<file path="config.mk">
export PLATFORM = sky130hd
export DESIGN_NAME = fsp_top
export DESIGN_NICKNAME = d
export VERILOG_FILES = /design/src/hw/fsp_pkg.sv /design/src/hw/fsp_keyguard.sv /design/src/hw/fsp_timer.sv /design/src/hw/fsp_top.sv
export VERILOG_INCLUDE_DIRS = /design/src /design/src/hw
export SDC_FILE = /design/constraint.sdc
export NUM_CORES = 2
export LEC_CHECK = 0
export BUFFER_PORTS_ARGS = -buffer_cell sky130_fd_sc_hd__buf_2
export CORE_ASPECT_RATIO = 1.5
export CORE_UTILIZATION = 25
export DETAILED_ROUTE_END_ITERATION = 10
export GPL_TIMING_DRIVEN = 0
export PLACE_DENSITY_LB_ADDON = 0.3
export SKIP_CTS_REPAIR_TIMING = 1
export SLEW_MARGIN = 20
export SYNTH_ARGS = -nofsm -noshare
export SYNTH_HDL_FRONTEND = slang
export SYNTH_SLANG_ARGS = --single-unit
</file>
<file path="constraint.sdc">
create_clock -name clk_sys -period 4.4 [get_ports clk_sys]
set_input_delay 0.44 -clock clk_sys [delete_from_list [all_inputs] [get_ports clk_sys]]
set_output_delay 0.44 -clock clk_sys [all_outputs]
set_load 0.02 [all_outputs]
</file>
<file path="src/hw/fsp_consts.svh">
/*
  Constants of the flash self-programming sequencer.
  Assumes one 10 MHz system clock and a synchronous flash array port.
*/
// Functional notes
// [RL1] Rows hold 64 words, 192 bytes
// [RL2] Page erase covers eight rows, 512 words
// [RL3] Rows and pages aligned from address zero
// [RL4] Row programming takes data from holding buffer
// [RL5] Software loads buffer within one aligned row
// [RL6] Software issues 64 low/high table writes
// [RL7] Table write finishes in two cycles
// [RL8] Only a started cycle changes the array
// [RL9] Processor stalls while operation runs
// [RL10] Durations counted from fast RC cycle figures
// [RL11] Start bit 15 clears itself when done
// [RL12] Software writes 0x55 then 0xAA key
// [RL13] Key register is write-only, reads zero
// [RL14] Control register selects operation and start
// [RL15] Address is page byte over 16-bit offset
// [RL16] Low table access covers bits 15:0
// [RL17] High table access covers bits 23:16
// [RL18] Single word programming is supported
// [RL19] Works during normal run, no special mode
// [RL20] External serial programming lives outside block
// [RL21] Enable bit 14 gates every operation
// [RL22] Error flag 13 marks improper sequence
// [RL23] Erase codes: 1111 bulk, 0010 page, 0000 cfg
// [RL24] Program codes: 0011 word, 0001 row
// [RL25] Start valid only right after both keys
`ifndef FSP_CONSTS_SVH
`define FSP_CONSTS_SVH
`define FSP_REG_CTL     2'h0
`define FSP_REG_KEY     2'h1
`define FSP_REG_PAGE    2'h2
`define FSP_CTL_START   15
`define FSP_CTL_EN      14
`define FSP_CTL_ERR     13
`define FSP_CTL_ERASE   6
`define FSP_KEY_FIRST   8'h55
`define FSP_KEY_SECOND  8'haa
`define FSP_OPC_BULK    4'hf
`define FSP_OPC_PAGE    4'h2
`define FSP_OPC_CFG     4'h0
`define FSP_OPC_WORD    4'h3
`define FSP_OPC_ROW     4'h1
`define FSP_LAST_IDX    6'h3f
`define FSP_ROW_MASK    24'hffff80
`define FSP_PAGE_MASK   24'hfffc00
`define FSP_FRC_KHZ     7370
`define FSP_SYS_KHZ     10000
`define FSP_ROW_FRC_CYC 11064
`define FSP_CYC(f)      (((f) * `FSP_SYS_KHZ + `FSP_FRC_KHZ - 1) / `FSP_FRC_KHZ)
`endif

</file>
<file path="src/hw/fsp_pkg.sv">
/*
  Types of the flash self-programming sequencer.
  Assumes fsp_consts.svh is on the include path.
*/
`default_nettype none
`include "fsp_consts.svh"
package fsp_pkg;
  typedef enum logic [2:0] {
    FSP_OP_NONE = 3'h0, FSP_OP_BULK = 3'h1, FSP_OP_PAGE = 3'h2, FSP_OP_CFG_ERASE = 3'h3,
    FSP_OP_WORD = 3'h4, FSP_OP_ROW = 3'h5, FSP_OP_CFG_PROG = 3'h6
  } fsp_op_t;
  typedef enum logic [3:0] {
    FSP_ST_IDLE = 4'h1, FSP_ST_STREAM = 4'h2, FSP_ST_ERASE = 4'h4, FSP_ST_WAIT = 4'h8
  } fsp_state_t;
  typedef struct packed {
    logic        rd;
    logic        we;
    logic        erase;
    fsp_op_t     op;
    logic [23:0] addr;
    logic [23:0] wdata;
  } fsp_arr_cmd_t;
  typedef struct packed {
    logic        req;
    logic        write;
    logic        high;
    logic        byte_mode;
    logic [15:0] ea;
    logic [15:0] wdata;
  } fsp_tbl_req_t;
  // Operation select decode, used by the control register write logic
  function automatic fsp_op_t fsp_decode(input logic erase, input logic [3:0] code);
    fsp_op_t r;
    r = FSP_OP_NONE;
    if (erase)
    begin
      if (code == `FSP_OPC_BULK) r = FSP_OP_BULK;
      else if (code == `FSP_OPC_PAGE) r = FSP_OP_PAGE;
      else if (code == `FSP_OPC_CFG) r = FSP_OP_CFG_ERASE;
    end
    else
    begin
      if (code == `FSP_OPC_WORD) r = FSP_OP_WORD;
      else if (code == `FSP_OPC_ROW) r = FSP_OP_ROW;
      else if (code == `FSP_OPC_CFG) r = FSP_OP_CFG_PROG;
    end
    return r;
  endfunction
endpackage
`default_nettype wire

</file>
<file path="src/hw/fsp_keyguard.sv">
/*
  Unlock key tracker: arms on the first key, unlocks on the second.
  Assumes every register write is seen on wr_any, one cycle each.
*/
`default_nettype none
`include "fsp_consts.svh"
module fsp_keyguard (
  input  wire logic       clk_sys,
  input  wire logic       arst_n,
  input  wire logic       wr_any,
  input  wire logic       wr_key,
  input  wire logic [7:0] wdata,
  output logic            unlocked
);
  logic armed;
  // Each write re-judges both flags, so any other write spoils the unlock
  always_ff @(posedge clk_sys or negedge arst_n)
  begin
    if (!arst_n)
    begin
      armed    <= 1'b0;
      unlocked <= 1'b0;
    end
    else if (wr_any)
    begin
      armed    <= wr_key && (wdata == `FSP_KEY_FIRST); // RL25
      unlocked <= wr_key && armed && (wdata == `FSP_KEY_SECOND); // RL25
    end
  end
endmodule
`default_nettype wire

</file>
<file path="src/hw/fsp_timer.sv">
/*
  Down counter that times one flash operation.
  Assumes load comes only while the counter is idle.
*/
`default_nettype none
module fsp_timer #(
  parameter int W = 24
) (
  input  wire logic         clk_sys,
  input  wire logic         arst_n,
  input  wire logic         load,
  input  wire logic [W-1:0] load_val,
  output logic              expired
);
  logic [W-1:0] count;
  logic         running;
  // One pulse when the count reaches one
  assign expired = running && (count == W'(1));
  always_ff @(posedge clk_sys or negedge arst_n)
  begin
    if (!arst_n)
    begin
      count   <= '0;
      running <= 1'b0;
    end
    else if (load)
    begin
      count   <= load_val;
      running <= 1'b1;
    end
    else if (running)
    begin
      count   <= count - W'(1);
      running <= !expired;
    end
  end
endmodule
`default_nettype wire

</file>
<file path="src/hw/fsp_top.sv">
/*
  Run-time self-programming sequencer: control, key and table page
  registers, 64-word holding buffer, table access and timed array
  operations with processor stall.
  Assumes a synchronous flash array that returns read data in the cycle
  after rd, and a core that stops issuing requests while stalled.
*/
// The strobed register port and the placing of the registers were chosen for this implementation.
`default_nettype none
`include "fsp_consts.svh"
module fsp_top #(
  parameter int ROW_CYC   = `FSP_CYC(`FSP_ROW_FRC_CYC),
  parameter int ERASE_CYC = `FSP_CYC(`FSP_ROW_FRC_CYC),
  parameter int WORD_CYC  = `FSP_CYC(`FSP_ROW_FRC_CYC)
) (
  input  wire logic                 clk_sys,
  input  wire logic                 arst_n,
  input  wire logic [1:0]           reg_addr,
  input  wire logic [15:0]          reg_wdata,
  input  wire logic                 reg_wr,
  input  wire logic                 reg_rd,
  output logic [15:0]               reg_rdata,
  input  wire fsp_pkg::fsp_tbl_req_t tbl,
  output logic [15:0]               tbl_rdata,
  output logic                      tbl_done,
  output logic                      cpu_stall,
  output fsp_pkg::fsp_arr_cmd_t      arr_cmd,
  input  wire logic [23:0]          arr_rdata
);
  fsp_pkg::fsp_state_t state;
  fsp_pkg::fsp_state_t next_state;
  fsp_pkg::fsp_op_t    cur_op;
  logic                ctl_start;
  logic                ctl_en;
  logic                ctl_err;
  logic                ctl_erase;
  logic [3:0]          ctl_opc;
  logic [7:0]          table_page;
  logic [23:0]         hold_buf [64];
  logic [23:0]         tbl_last_addr;
  logic [23:0]         cmd_addr;
  logic [23:0]         cmd_wdata;
  logic [5:0]          stream_idx;
  logic                t1;
  logic                t2;
  logic                t_write;
  logic                t_high;
  logic                t_byte;
  logic [15:0]         t_ea;
  logic [15:0]         t_wdata;
  logic                unlocked;
  logic                tmr_expired;

  // Register decode; writes are ignored while an operation runs
  wire idle      = (state == fsp_pkg::FSP_ST_IDLE);
  wire wr_ok     = reg_wr && idle;
  wire ctl_wr    = wr_ok && (reg_addr == `FSP_REG_CTL);
  wire key_wr    = wr_ok && (reg_addr == `FSP_REG_KEY);
  wire page_wr   = wr_ok && (reg_addr == `FSP_REG_PAGE);
  wire start_try = ctl_wr && reg_wdata[`FSP_CTL_START];

  // Operation select from the word being written
  fsp_pkg::fsp_op_t new_op;
  assign new_op = fsp_pkg::fsp_decode(reg_wdata[`FSP_CTL_ERASE], reg_wdata[3:0]); // RL23 RL24

  // Start needs fresh keys, the enable bit and a real operation
  wire start_ok = start_try && unlocked && reg_wdata[`FSP_CTL_EN] && // RL21 RL25
                  (new_op != fsp_pkg::FSP_OP_NONE);
  wire op_end   = (state == fsp_pkg::FSP_ST_WAIT) && tmr_expired;

  fsp_keyguard u_keyguard (
    .clk_sys  (clk_sys),
    .arst_n   (arst_n),
    .wr_any   (wr_ok),
    .wr_key   (key_wr),
    .wdata    (reg_wdata[7:0]),
    .unlocked (unlocked)
  );

  // Target address of the last table write, aligned per operation
  wire [23:0] row_base  = tbl_last_addr & `FSP_ROW_MASK; // RL1 RL3
  wire [23:0] page_base = tbl_last_addr & `FSP_PAGE_MASK; // RL2 RL3
  logic [23:0] start_addr;
  always_comb
  begin
    case (new_op)
      fsp_pkg::FSP_OP_ROW:  start_addr = row_base;
      fsp_pkg::FSP_OP_PAGE: start_addr = page_base;
      fsp_pkg::FSP_OP_BULK: start_addr = 24'h000000;
      default:              start_addr = tbl_last_addr; // RL18
    endcase
  end

  // Streaming control: a row walks all 64 slots, a word takes one
  wire is_row      = (cur_op == fsp_pkg::FSP_OP_ROW);
  wire stream_last = !is_row || (stream_idx == `FSP_LAST_IDX); // RL1
  wire [5:0] start_idx = (new_op == fsp_pkg::FSP_OP_ROW) ? 6'h00 : tbl_last_addr[6:1];
  wire [5:0] next_idx  = stream_idx + 6'h01;
  wire is_erase_op = (new_op == fsp_pkg::FSP_OP_BULK) || (new_op == fsp_pkg::FSP_OP_PAGE) ||
                     (new_op == fsp_pkg::FSP_OP_CFG_ERASE);

  // Sequencer
  always_comb
  begin
    next_state = state;
    case (state)
      fsp_pkg::FSP_ST_IDLE:
        if (start_ok)
          next_state = is_erase_op ? fsp_pkg::FSP_ST_ERASE : fsp_pkg::FSP_ST_STREAM;
      fsp_pkg::FSP_ST_STREAM:
        if (stream_last)
          next_state = fsp_pkg::FSP_ST_WAIT;
      fsp_pkg::FSP_ST_ERASE:
        next_state = fsp_pkg::FSP_ST_WAIT;
      fsp_pkg::FSP_ST_WAIT:
        if (tmr_expired)
          next_state = fsp_pkg::FSP_ST_IDLE;
      default:
        next_state = fsp_pkg::FSP_ST_IDLE;
    endcase
  end

  // Timer load at the last array strobe of an operation
  wire tmr_load = ((state == fsp_pkg::FSP_ST_STREAM) && stream_last) ||
                  (state == fsp_pkg::FSP_ST_ERASE);
  logic [23:0] tmr_val;
  always_comb
  begin
    case (cur_op)
      fsp_pkg::FSP_OP_ROW:  tmr_val = 24'(ROW_CYC); // RL10
      fsp_pkg::FSP_OP_WORD, fsp_pkg::FSP_OP_CFG_PROG: tmr_val = 24'(WORD_CYC);
      default:              tmr_val = 24'(ERASE_CYC);
    endcase
  end

  fsp_timer #(
    .W (24)
  ) u_timer (
    .clk_sys  (clk_sys),
    .arst_n   (arst_n),
    .load     (tmr_load),
    .load_val (tmr_val),
    .expired  (tmr_expired)
  );

  // Stall the core for the whole operation
  assign cpu_stall = !idle; // RL9

  // Error flag: a failed start attempt sets it, a good start clears it
  wire next_err = (start_try && !start_ok) ? 1'b1 : // RL22
                  start_ok ? 1'b0 :
                  ctl_wr ? reg_wdata[`FSP_CTL_ERR] : ctl_err;
  // Start bit stays set until the timer ends the operation
  wire next_start = start_ok || (ctl_start && !op_end); // RL11

  always_ff @(posedge clk_sys or negedge arst_n)
  begin
    if (!arst_n)
    begin
      state     <= fsp_pkg::FSP_ST_IDLE;
      ctl_start <= 1'b0;
      ctl_err   <= 1'b0;
    end
    else
    begin
      state     <= next_state;
      ctl_start <= next_start;
      ctl_err   <= next_err;
    end
  end

  // Plain control fields and the table page
  always_ff @(posedge clk_sys or negedge arst_n)
  begin
    if (!arst_n)
    begin
      ctl_en     <= 1'b0;
      ctl_erase  <= 1'b0;
      ctl_opc    <= 4'h0;
      table_page <= 8'h00;
    end
    else
    begin
      if (ctl_wr)
      begin
        ctl_en    <= reg_wdata[`FSP_CTL_EN]; // RL14
        ctl_erase <= reg_wdata[`FSP_CTL_ERASE];
        ctl_opc   <= reg_wdata[3:0];
      end
      if (page_wr)
        table_page <= reg_wdata[7:0];
    end
  end

  // Read-back; the key register always reads zero
  logic [15:0] rd_mux;
  always_comb
  begin
    case (reg_addr)
      `FSP_REG_CTL:
      begin
        rd_mux = 16'h0000;
        rd_mux[`FSP_CTL_START] = ctl_start;
        rd_mux[`FSP_CTL_EN]    = ctl_en;
        rd_mux[`FSP_CTL_ERR]   = ctl_err;
        rd_mux[`FSP_CTL_ERASE] = ctl_erase;
        rd_mux[3:0]            = ctl_opc;
      end
      `FSP_REG_PAGE: rd_mux = {8'h00, table_page};
      default:       rd_mux = 16'h0000; // RL13
    endcase
  end

  always_ff @(posedge clk_sys or negedge arst_n)
  begin
    if (!arst_n)
      reg_rdata <= 16'h0000;
    else if (reg_rd)
      reg_rdata <= rd_mux;
  end

  // Table requests are taken only while idle
  wire        tbl_take = tbl.req && idle; // RL19
  wire [23:0] tbl_addr = {table_page, tbl.ea}; // RL15

  always_ff @(posedge clk_sys or negedge arst_n)
  begin
    if (!arst_n)
    begin
      t1            <= 1'b0;
      t2            <= 1'b0;
      t_write       <= 1'b0;
      t_high        <= 1'b0;
      t_byte        <= 1'b0;
      t_ea          <= 16'h0000;
      t_wdata       <= 16'h0000;
      tbl_last_addr <= 24'h000000;
    end
    else
    begin
      t1 <= tbl_take;
      t2 <= t1 && !t_write;
      if (tbl_take)
      begin
        t_write <= tbl.write;
        t_high  <= tbl.high;
        t_byte  <= tbl.byte_mode;
        t_ea    <= tbl.ea;
        t_wdata <= tbl.wdata;
        if (tbl.write)
          tbl_last_addr <= tbl_addr;
      end
    end
  end

  // Holding buffer: table writes land here, never in the array
  wire [5:0] buf_idx = t_ea[5:0] >> 1;
  wire [5:0] wr_idx  = {t_ea[6], buf_idx[4:0]};
  always_ff @(posedge clk_sys)
  begin
    if (t1 && t_write) // RL7 RL8
    begin
      if (t_high)
      begin
        if (!t_byte || !t_ea[0])
          hold_buf[wr_idx][23:16] <= t_wdata[7:0]; // RL17
      end
      else if (!t_byte)
        hold_buf[wr_idx][15:0] <= t_wdata; // RL16
      else if (t_ea[0])
        hold_buf[wr_idx][15:8] <= t_wdata[7:0];
      else
        hold_buf[wr_idx][7:0] <= t_wdata[7:0];
    end
  end

  // Read formatting; the phantom upper byte reads zero
  wire [15:0] low_fmt  = !t_byte ? arr_rdata[15:0] :
                         {8'h00, t_ea[0] ? arr_rdata[15:8] : arr_rdata[7:0]}; // RL16
  wire [15:0] high_fmt = (t_byte && t_ea[0]) ? 16'h0000 : {8'h00, arr_rdata[23:16]}; // RL17

  always_ff @(posedge clk_sys or negedge arst_n)
  begin
    if (!arst_n)
    begin
      tbl_done  <= 1'b0;
      tbl_rdata <= 16'h0000;
    end
    else
    begin
      tbl_done <= (t1 && t_write) || t2; // RL7
      if (t2)
        tbl_rdata <= t_high ? high_fmt : low_fmt;
    end
  end

  // Array address and data stage; strobes follow from state
  wire [23:0] next_cmd_addr = start_ok ? start_addr :
                              (state == fsp_pkg::FSP_ST_STREAM) ? cmd_addr + 24'h000002 :
                              tbl_take ? tbl_addr : cmd_addr;
  always_ff @(posedge clk_sys or negedge arst_n)
  begin
    if (!arst_n)
    begin
      cmd_addr   <= 24'h000000;
      cmd_wdata  <= 24'h000000;
      stream_idx <= 6'h00;
      cur_op     <= fsp_pkg::FSP_OP_NONE;
    end
    else
    begin
      cmd_addr <= next_cmd_addr;
      if (start_ok)
      begin
        cur_op     <= new_op;
        stream_idx <= start_idx;
        cmd_wdata  <= hold_buf[start_idx]; // RL4
      end
      else if (state == fsp_pkg::FSP_ST_STREAM)
      begin
        stream_idx <= next_idx;
        cmd_wdata  <= hold_buf[next_idx]; // RL4
      end
    end
  end

  // Array command; only a started operation writes or erases
  always_comb
  begin
    arr_cmd       = '0;
    arr_cmd.rd    = t1 && !t_write;
    arr_cmd.we    = (state == fsp_pkg::FSP_ST_STREAM); // RL8
    arr_cmd.erase = (state == fsp_pkg::FSP_ST_ERASE); // RL2
    arr_cmd.op    = cur_op;
    arr_cmd.addr  = cmd_addr;
    arr_cmd.wdata = cmd_wdata;
  end

  logic [6:0] we_cnt;
  always_ff @(posedge clk_sys or negedge arst_n)
  begin
    if (!arst_n)
      we_cnt <= 7'h00;
    else if (start_ok)
      we_cnt <= 7'h00;
    else if (arr_cmd.we)
      we_cnt <= we_cnt + 7'h01;
  end
endmodule
`default_nettype wire

</file>
==> results.json <==
{
  "cts_tree": "built",
  "core-area_sq_um": 324000,
  "violations": "hold timing, setup timing",
  "clk_latency_ps": 920,
  "synth_area_sq_um": 81700,
  "fillCellCount": 32100,
  "p_per_area_nw_per_um2": 422,
  "tightest_slew_ps": 1390,
  "gp_congestion": 1.12,
  "ys.flop_type": "edfxtp_1",
  "port_buffers": 156,
  "synthCells": 5579,
  "antenna_found_initial": 71,
  "path_clk_slew_ps": 70,
  "first_iter_violations": 11400,
  "synth_top_area_cell": "edfxtp_1",
  "start_kind": "register",
  "dpl.hpwl_mm": 369,
  "crit_required_ps": 5120,
  "clock_skew_ps": 69.8,
  "dr.pass1.iters": 9,
  "grt_usage": 0.304,
  "vias_per_cell": 6.23,
  "rsz0062_at_grt": "true",
  "ios": 170,
  "cp_data_arrival_time_ps": 5400,
  "pre_cts_slack_ps": -1830,
  "max-vdd-ir-drop_v": 0.000265,
  "drc": 0,
  "synth_mux_area_frac": 0.192,
  "synth_xor_area_frac": 0.00311,
  "multi_input_area_sq_um": 29700,
  "rows": 256,
  "grt_max_degree": 73,
  "ys_seq_elements": 1720,
  "initial_core_util": 0.252,
  "crit_type": "register to register",
  "synth.distinct_cells": 86,
  "hold_path.class": "primary input to register",
  "grt_pass1_vias": 61500,
  "slew_headroom": 0.0748,
  "ys_warn_count": 0,
  "yosys.area_share.simple": 0.0681,
  "synth_edf_count": 1536,
  "fin_crit_sh": 1.07,
  "fmax_mhz": 213,
  "syn_avg_cell_area_sq_um": 14.6,
  "period_minus_slack_ps": 4690,
  "seq_area_sq_um": 50800,
  "setup_viol": 21,
  "yosysSeqAreaShare": 0.621,
  "root_buffer": "clkbuf_16",
  "clock_sinks": 1720,
  "clk_path_buf_depth": 4,
  "yosysTopAreaCellShare": 0.565,
  "drt_wl_total_mm": 510,
  "dr_total_vias": 66000,
  "cp_max_fo": 10,
  "overflow": 0,
  "drive_above_1_share": 0.290,
  "place_area_sq_um": 91700,
  "p_leak_nw": 33.8,
  "crit_path_end_kind": "register",
  "die_x_um": 469,
  "dieHeight_um": 702,
  "synth-adder-area-share": 0.000613,
  "synth_compound_area_frac": 0.0879,
  "syn2layout_area_growth_pct": 21.2,
  "wl_per_cell_um": 48.1,
  "setup-tns-final_ps": -3840,
  "most-common-layout-cells": "edfxtp_1 (1536), nand2_1 (611), mux4_2 (453), mux2i_1 (386), buf_2 (249)",
  "dieArea_sq_um": 329000,
  "drv_cap": 0,
  "synthTopCellsByArea": "edfxtp_1 (56%), mux4_2 (12%), dfrtp_1 (5.6%)",
  "ys_async_sr_fraction": 0.107,
  "numCtsBuffers": 175,
  "htree_levels": 4,
  "outcome": "complete, but fails checks",
  "grt_pass1_wl_mm": 643,
  "timing_max_transition_violations_final": 0,
  "layout_commonest_cell": "edfxtp_1",
  "nets": 6238,
  "hold_slack_ps": -22.5,
  "layout_setup_ws_ps": -288,
  "hold_viol": 3,
  "design_area_sq_um": 99000,
  "synth_top_family_by_area": "multiplexers",
  "antenna_left": 0
}
[logic make-up after synthesis]
family | after synthesis
AO/OA/AOI/OAI | 1077
adder cells (fa/ha/maj) | 4
AND/OR/NAND/NOR | 1282
flip-flops | 1720
other | 1
XOR/XNOR | 29
multiplexers | 983
buffers and inverters | 483
[sequential cells by signal, summed over array words and instances, names as in the netlist, 3 cells and up]
signal         cells
cmd_wdata         24
cur_op             3
hold_buf        1536
u_timer.count     24
table_page         8
cmd_addr          24
reg_rdata         11
tbl_rdata         16
tbl_last_addr     24
t_ea               7
ctl_opc            4
state              4
stream_idx         6
t_wdata           16
[layout make-up]
cell class / count / area share
well taps: 4257 / 0.0538
plain buffers: 437 / 0.0270
clock inverters: 96 / 0.0111
clock buffers: 213 / 0.0473
inverters: 41 / 0.00159
flip-flops and latches: 1720 / 0.513
diodes: 59 / 0.00149
repair buffers: 397 / 0.0446
multi-input cells: 3380 / 0.300
[worst max-delay path, stage by stage, from the launching register on]
cell and delay, ps:
dfrtp_1 390, buf_2 410, buf_2 430, clkbuf_4 500
buf_2 600, nand3b_1 770, o22ai_1 440, o221ai_1 180
a31oi_2 580, o211ai_1 190
[metrics by stage]
| stage | total power, W | utilization | cells |
|---|---|---|---|
| 2_1_floorplan | 0.0214 | - | 5583 |
| 3_3_place_gp | 0.0250 | 0.271 | 9996 |
| 3_5_place_dp | 0.0253 | 0.283 | 10200 |
| 4_1_cts | 0.0409 | 0.300 | 10500 |
| 5_1_grt | 0.0419 | 0.305 | 10600 |
| 6_report | 0.0417 | 0.305 | 10600 |
[where the power goes]
part | switching (W) | internal, W
clock | 0.00719 | 0.00889
combinational | 0.00541 | 0.00186
sequential | 0.000236 | 0.0181
[cells in the mapped netlist, drive strengths merged (11+ instances only)]
library cell     n
a211o           24
a211oi          37
a21oi          234
a221oi          62
a22oi           45
a311oi          14
a31oi           90
a32o            12
a32oi           46
and3            19
buf            253
clkbuf         189
dfrtp          183
edfxtp        1536
inv             38
mux2           143
mux2i          387
mux4           453
nand2          617
nand2b          21
nand3          123
nand4           37
nor2           333
nor3            36
nor3b           11
nor4            19
o211ai          53
o21ai          221
o221ai          45
o22a            12
o22ai           87
o2bb2ai         15
o31ai           11
xnor2           17
xor2            12
[final timing paths]
| path | cells past startpoint | slack [ps] | end | startpoint |
|---|---|---|---|---|
| max | 9 | -290 | cmd_wdata[0]$_DFFE_PN0P_ | tbl_last_addr[1]$_DFFE_PN0P_ |
| min reg2reg | 2 | 490 | t_wdata[14]$_DFFE_PN0P_ | t_wdata[14]$_DFFE_PN0P_ |
| max in group asynchronous | 3 | 3460 | u_timer.count[15]$_DFFE_PN0P_ | arst_n |
| min in group asynchronous | 2 | 90 | cmd_addr[11]$_DFFE_PN0P_ | arst_n |
| min | 5 | -20 | u_keyguard.unlocked$_DFFE_PN0N_ | reg_addr[0] |
| max reg2reg | 9 | -290 | cmd_wdata[0]$_DFFE_PN0P_ | tbl_last_addr[1]$_DFFE_PN0P_ |
[layer usage]
layer	up-vias	routed length [um]	global-route usage
li1	23500	-	-
met5	-	227	0.000891
met4	32	66600	0.316
met2	6399	227000	0.471
met1	33800	157000	0.306
met3	2335	59500	0.110
No activity file was read; power rests on OpenSTA's default activity.
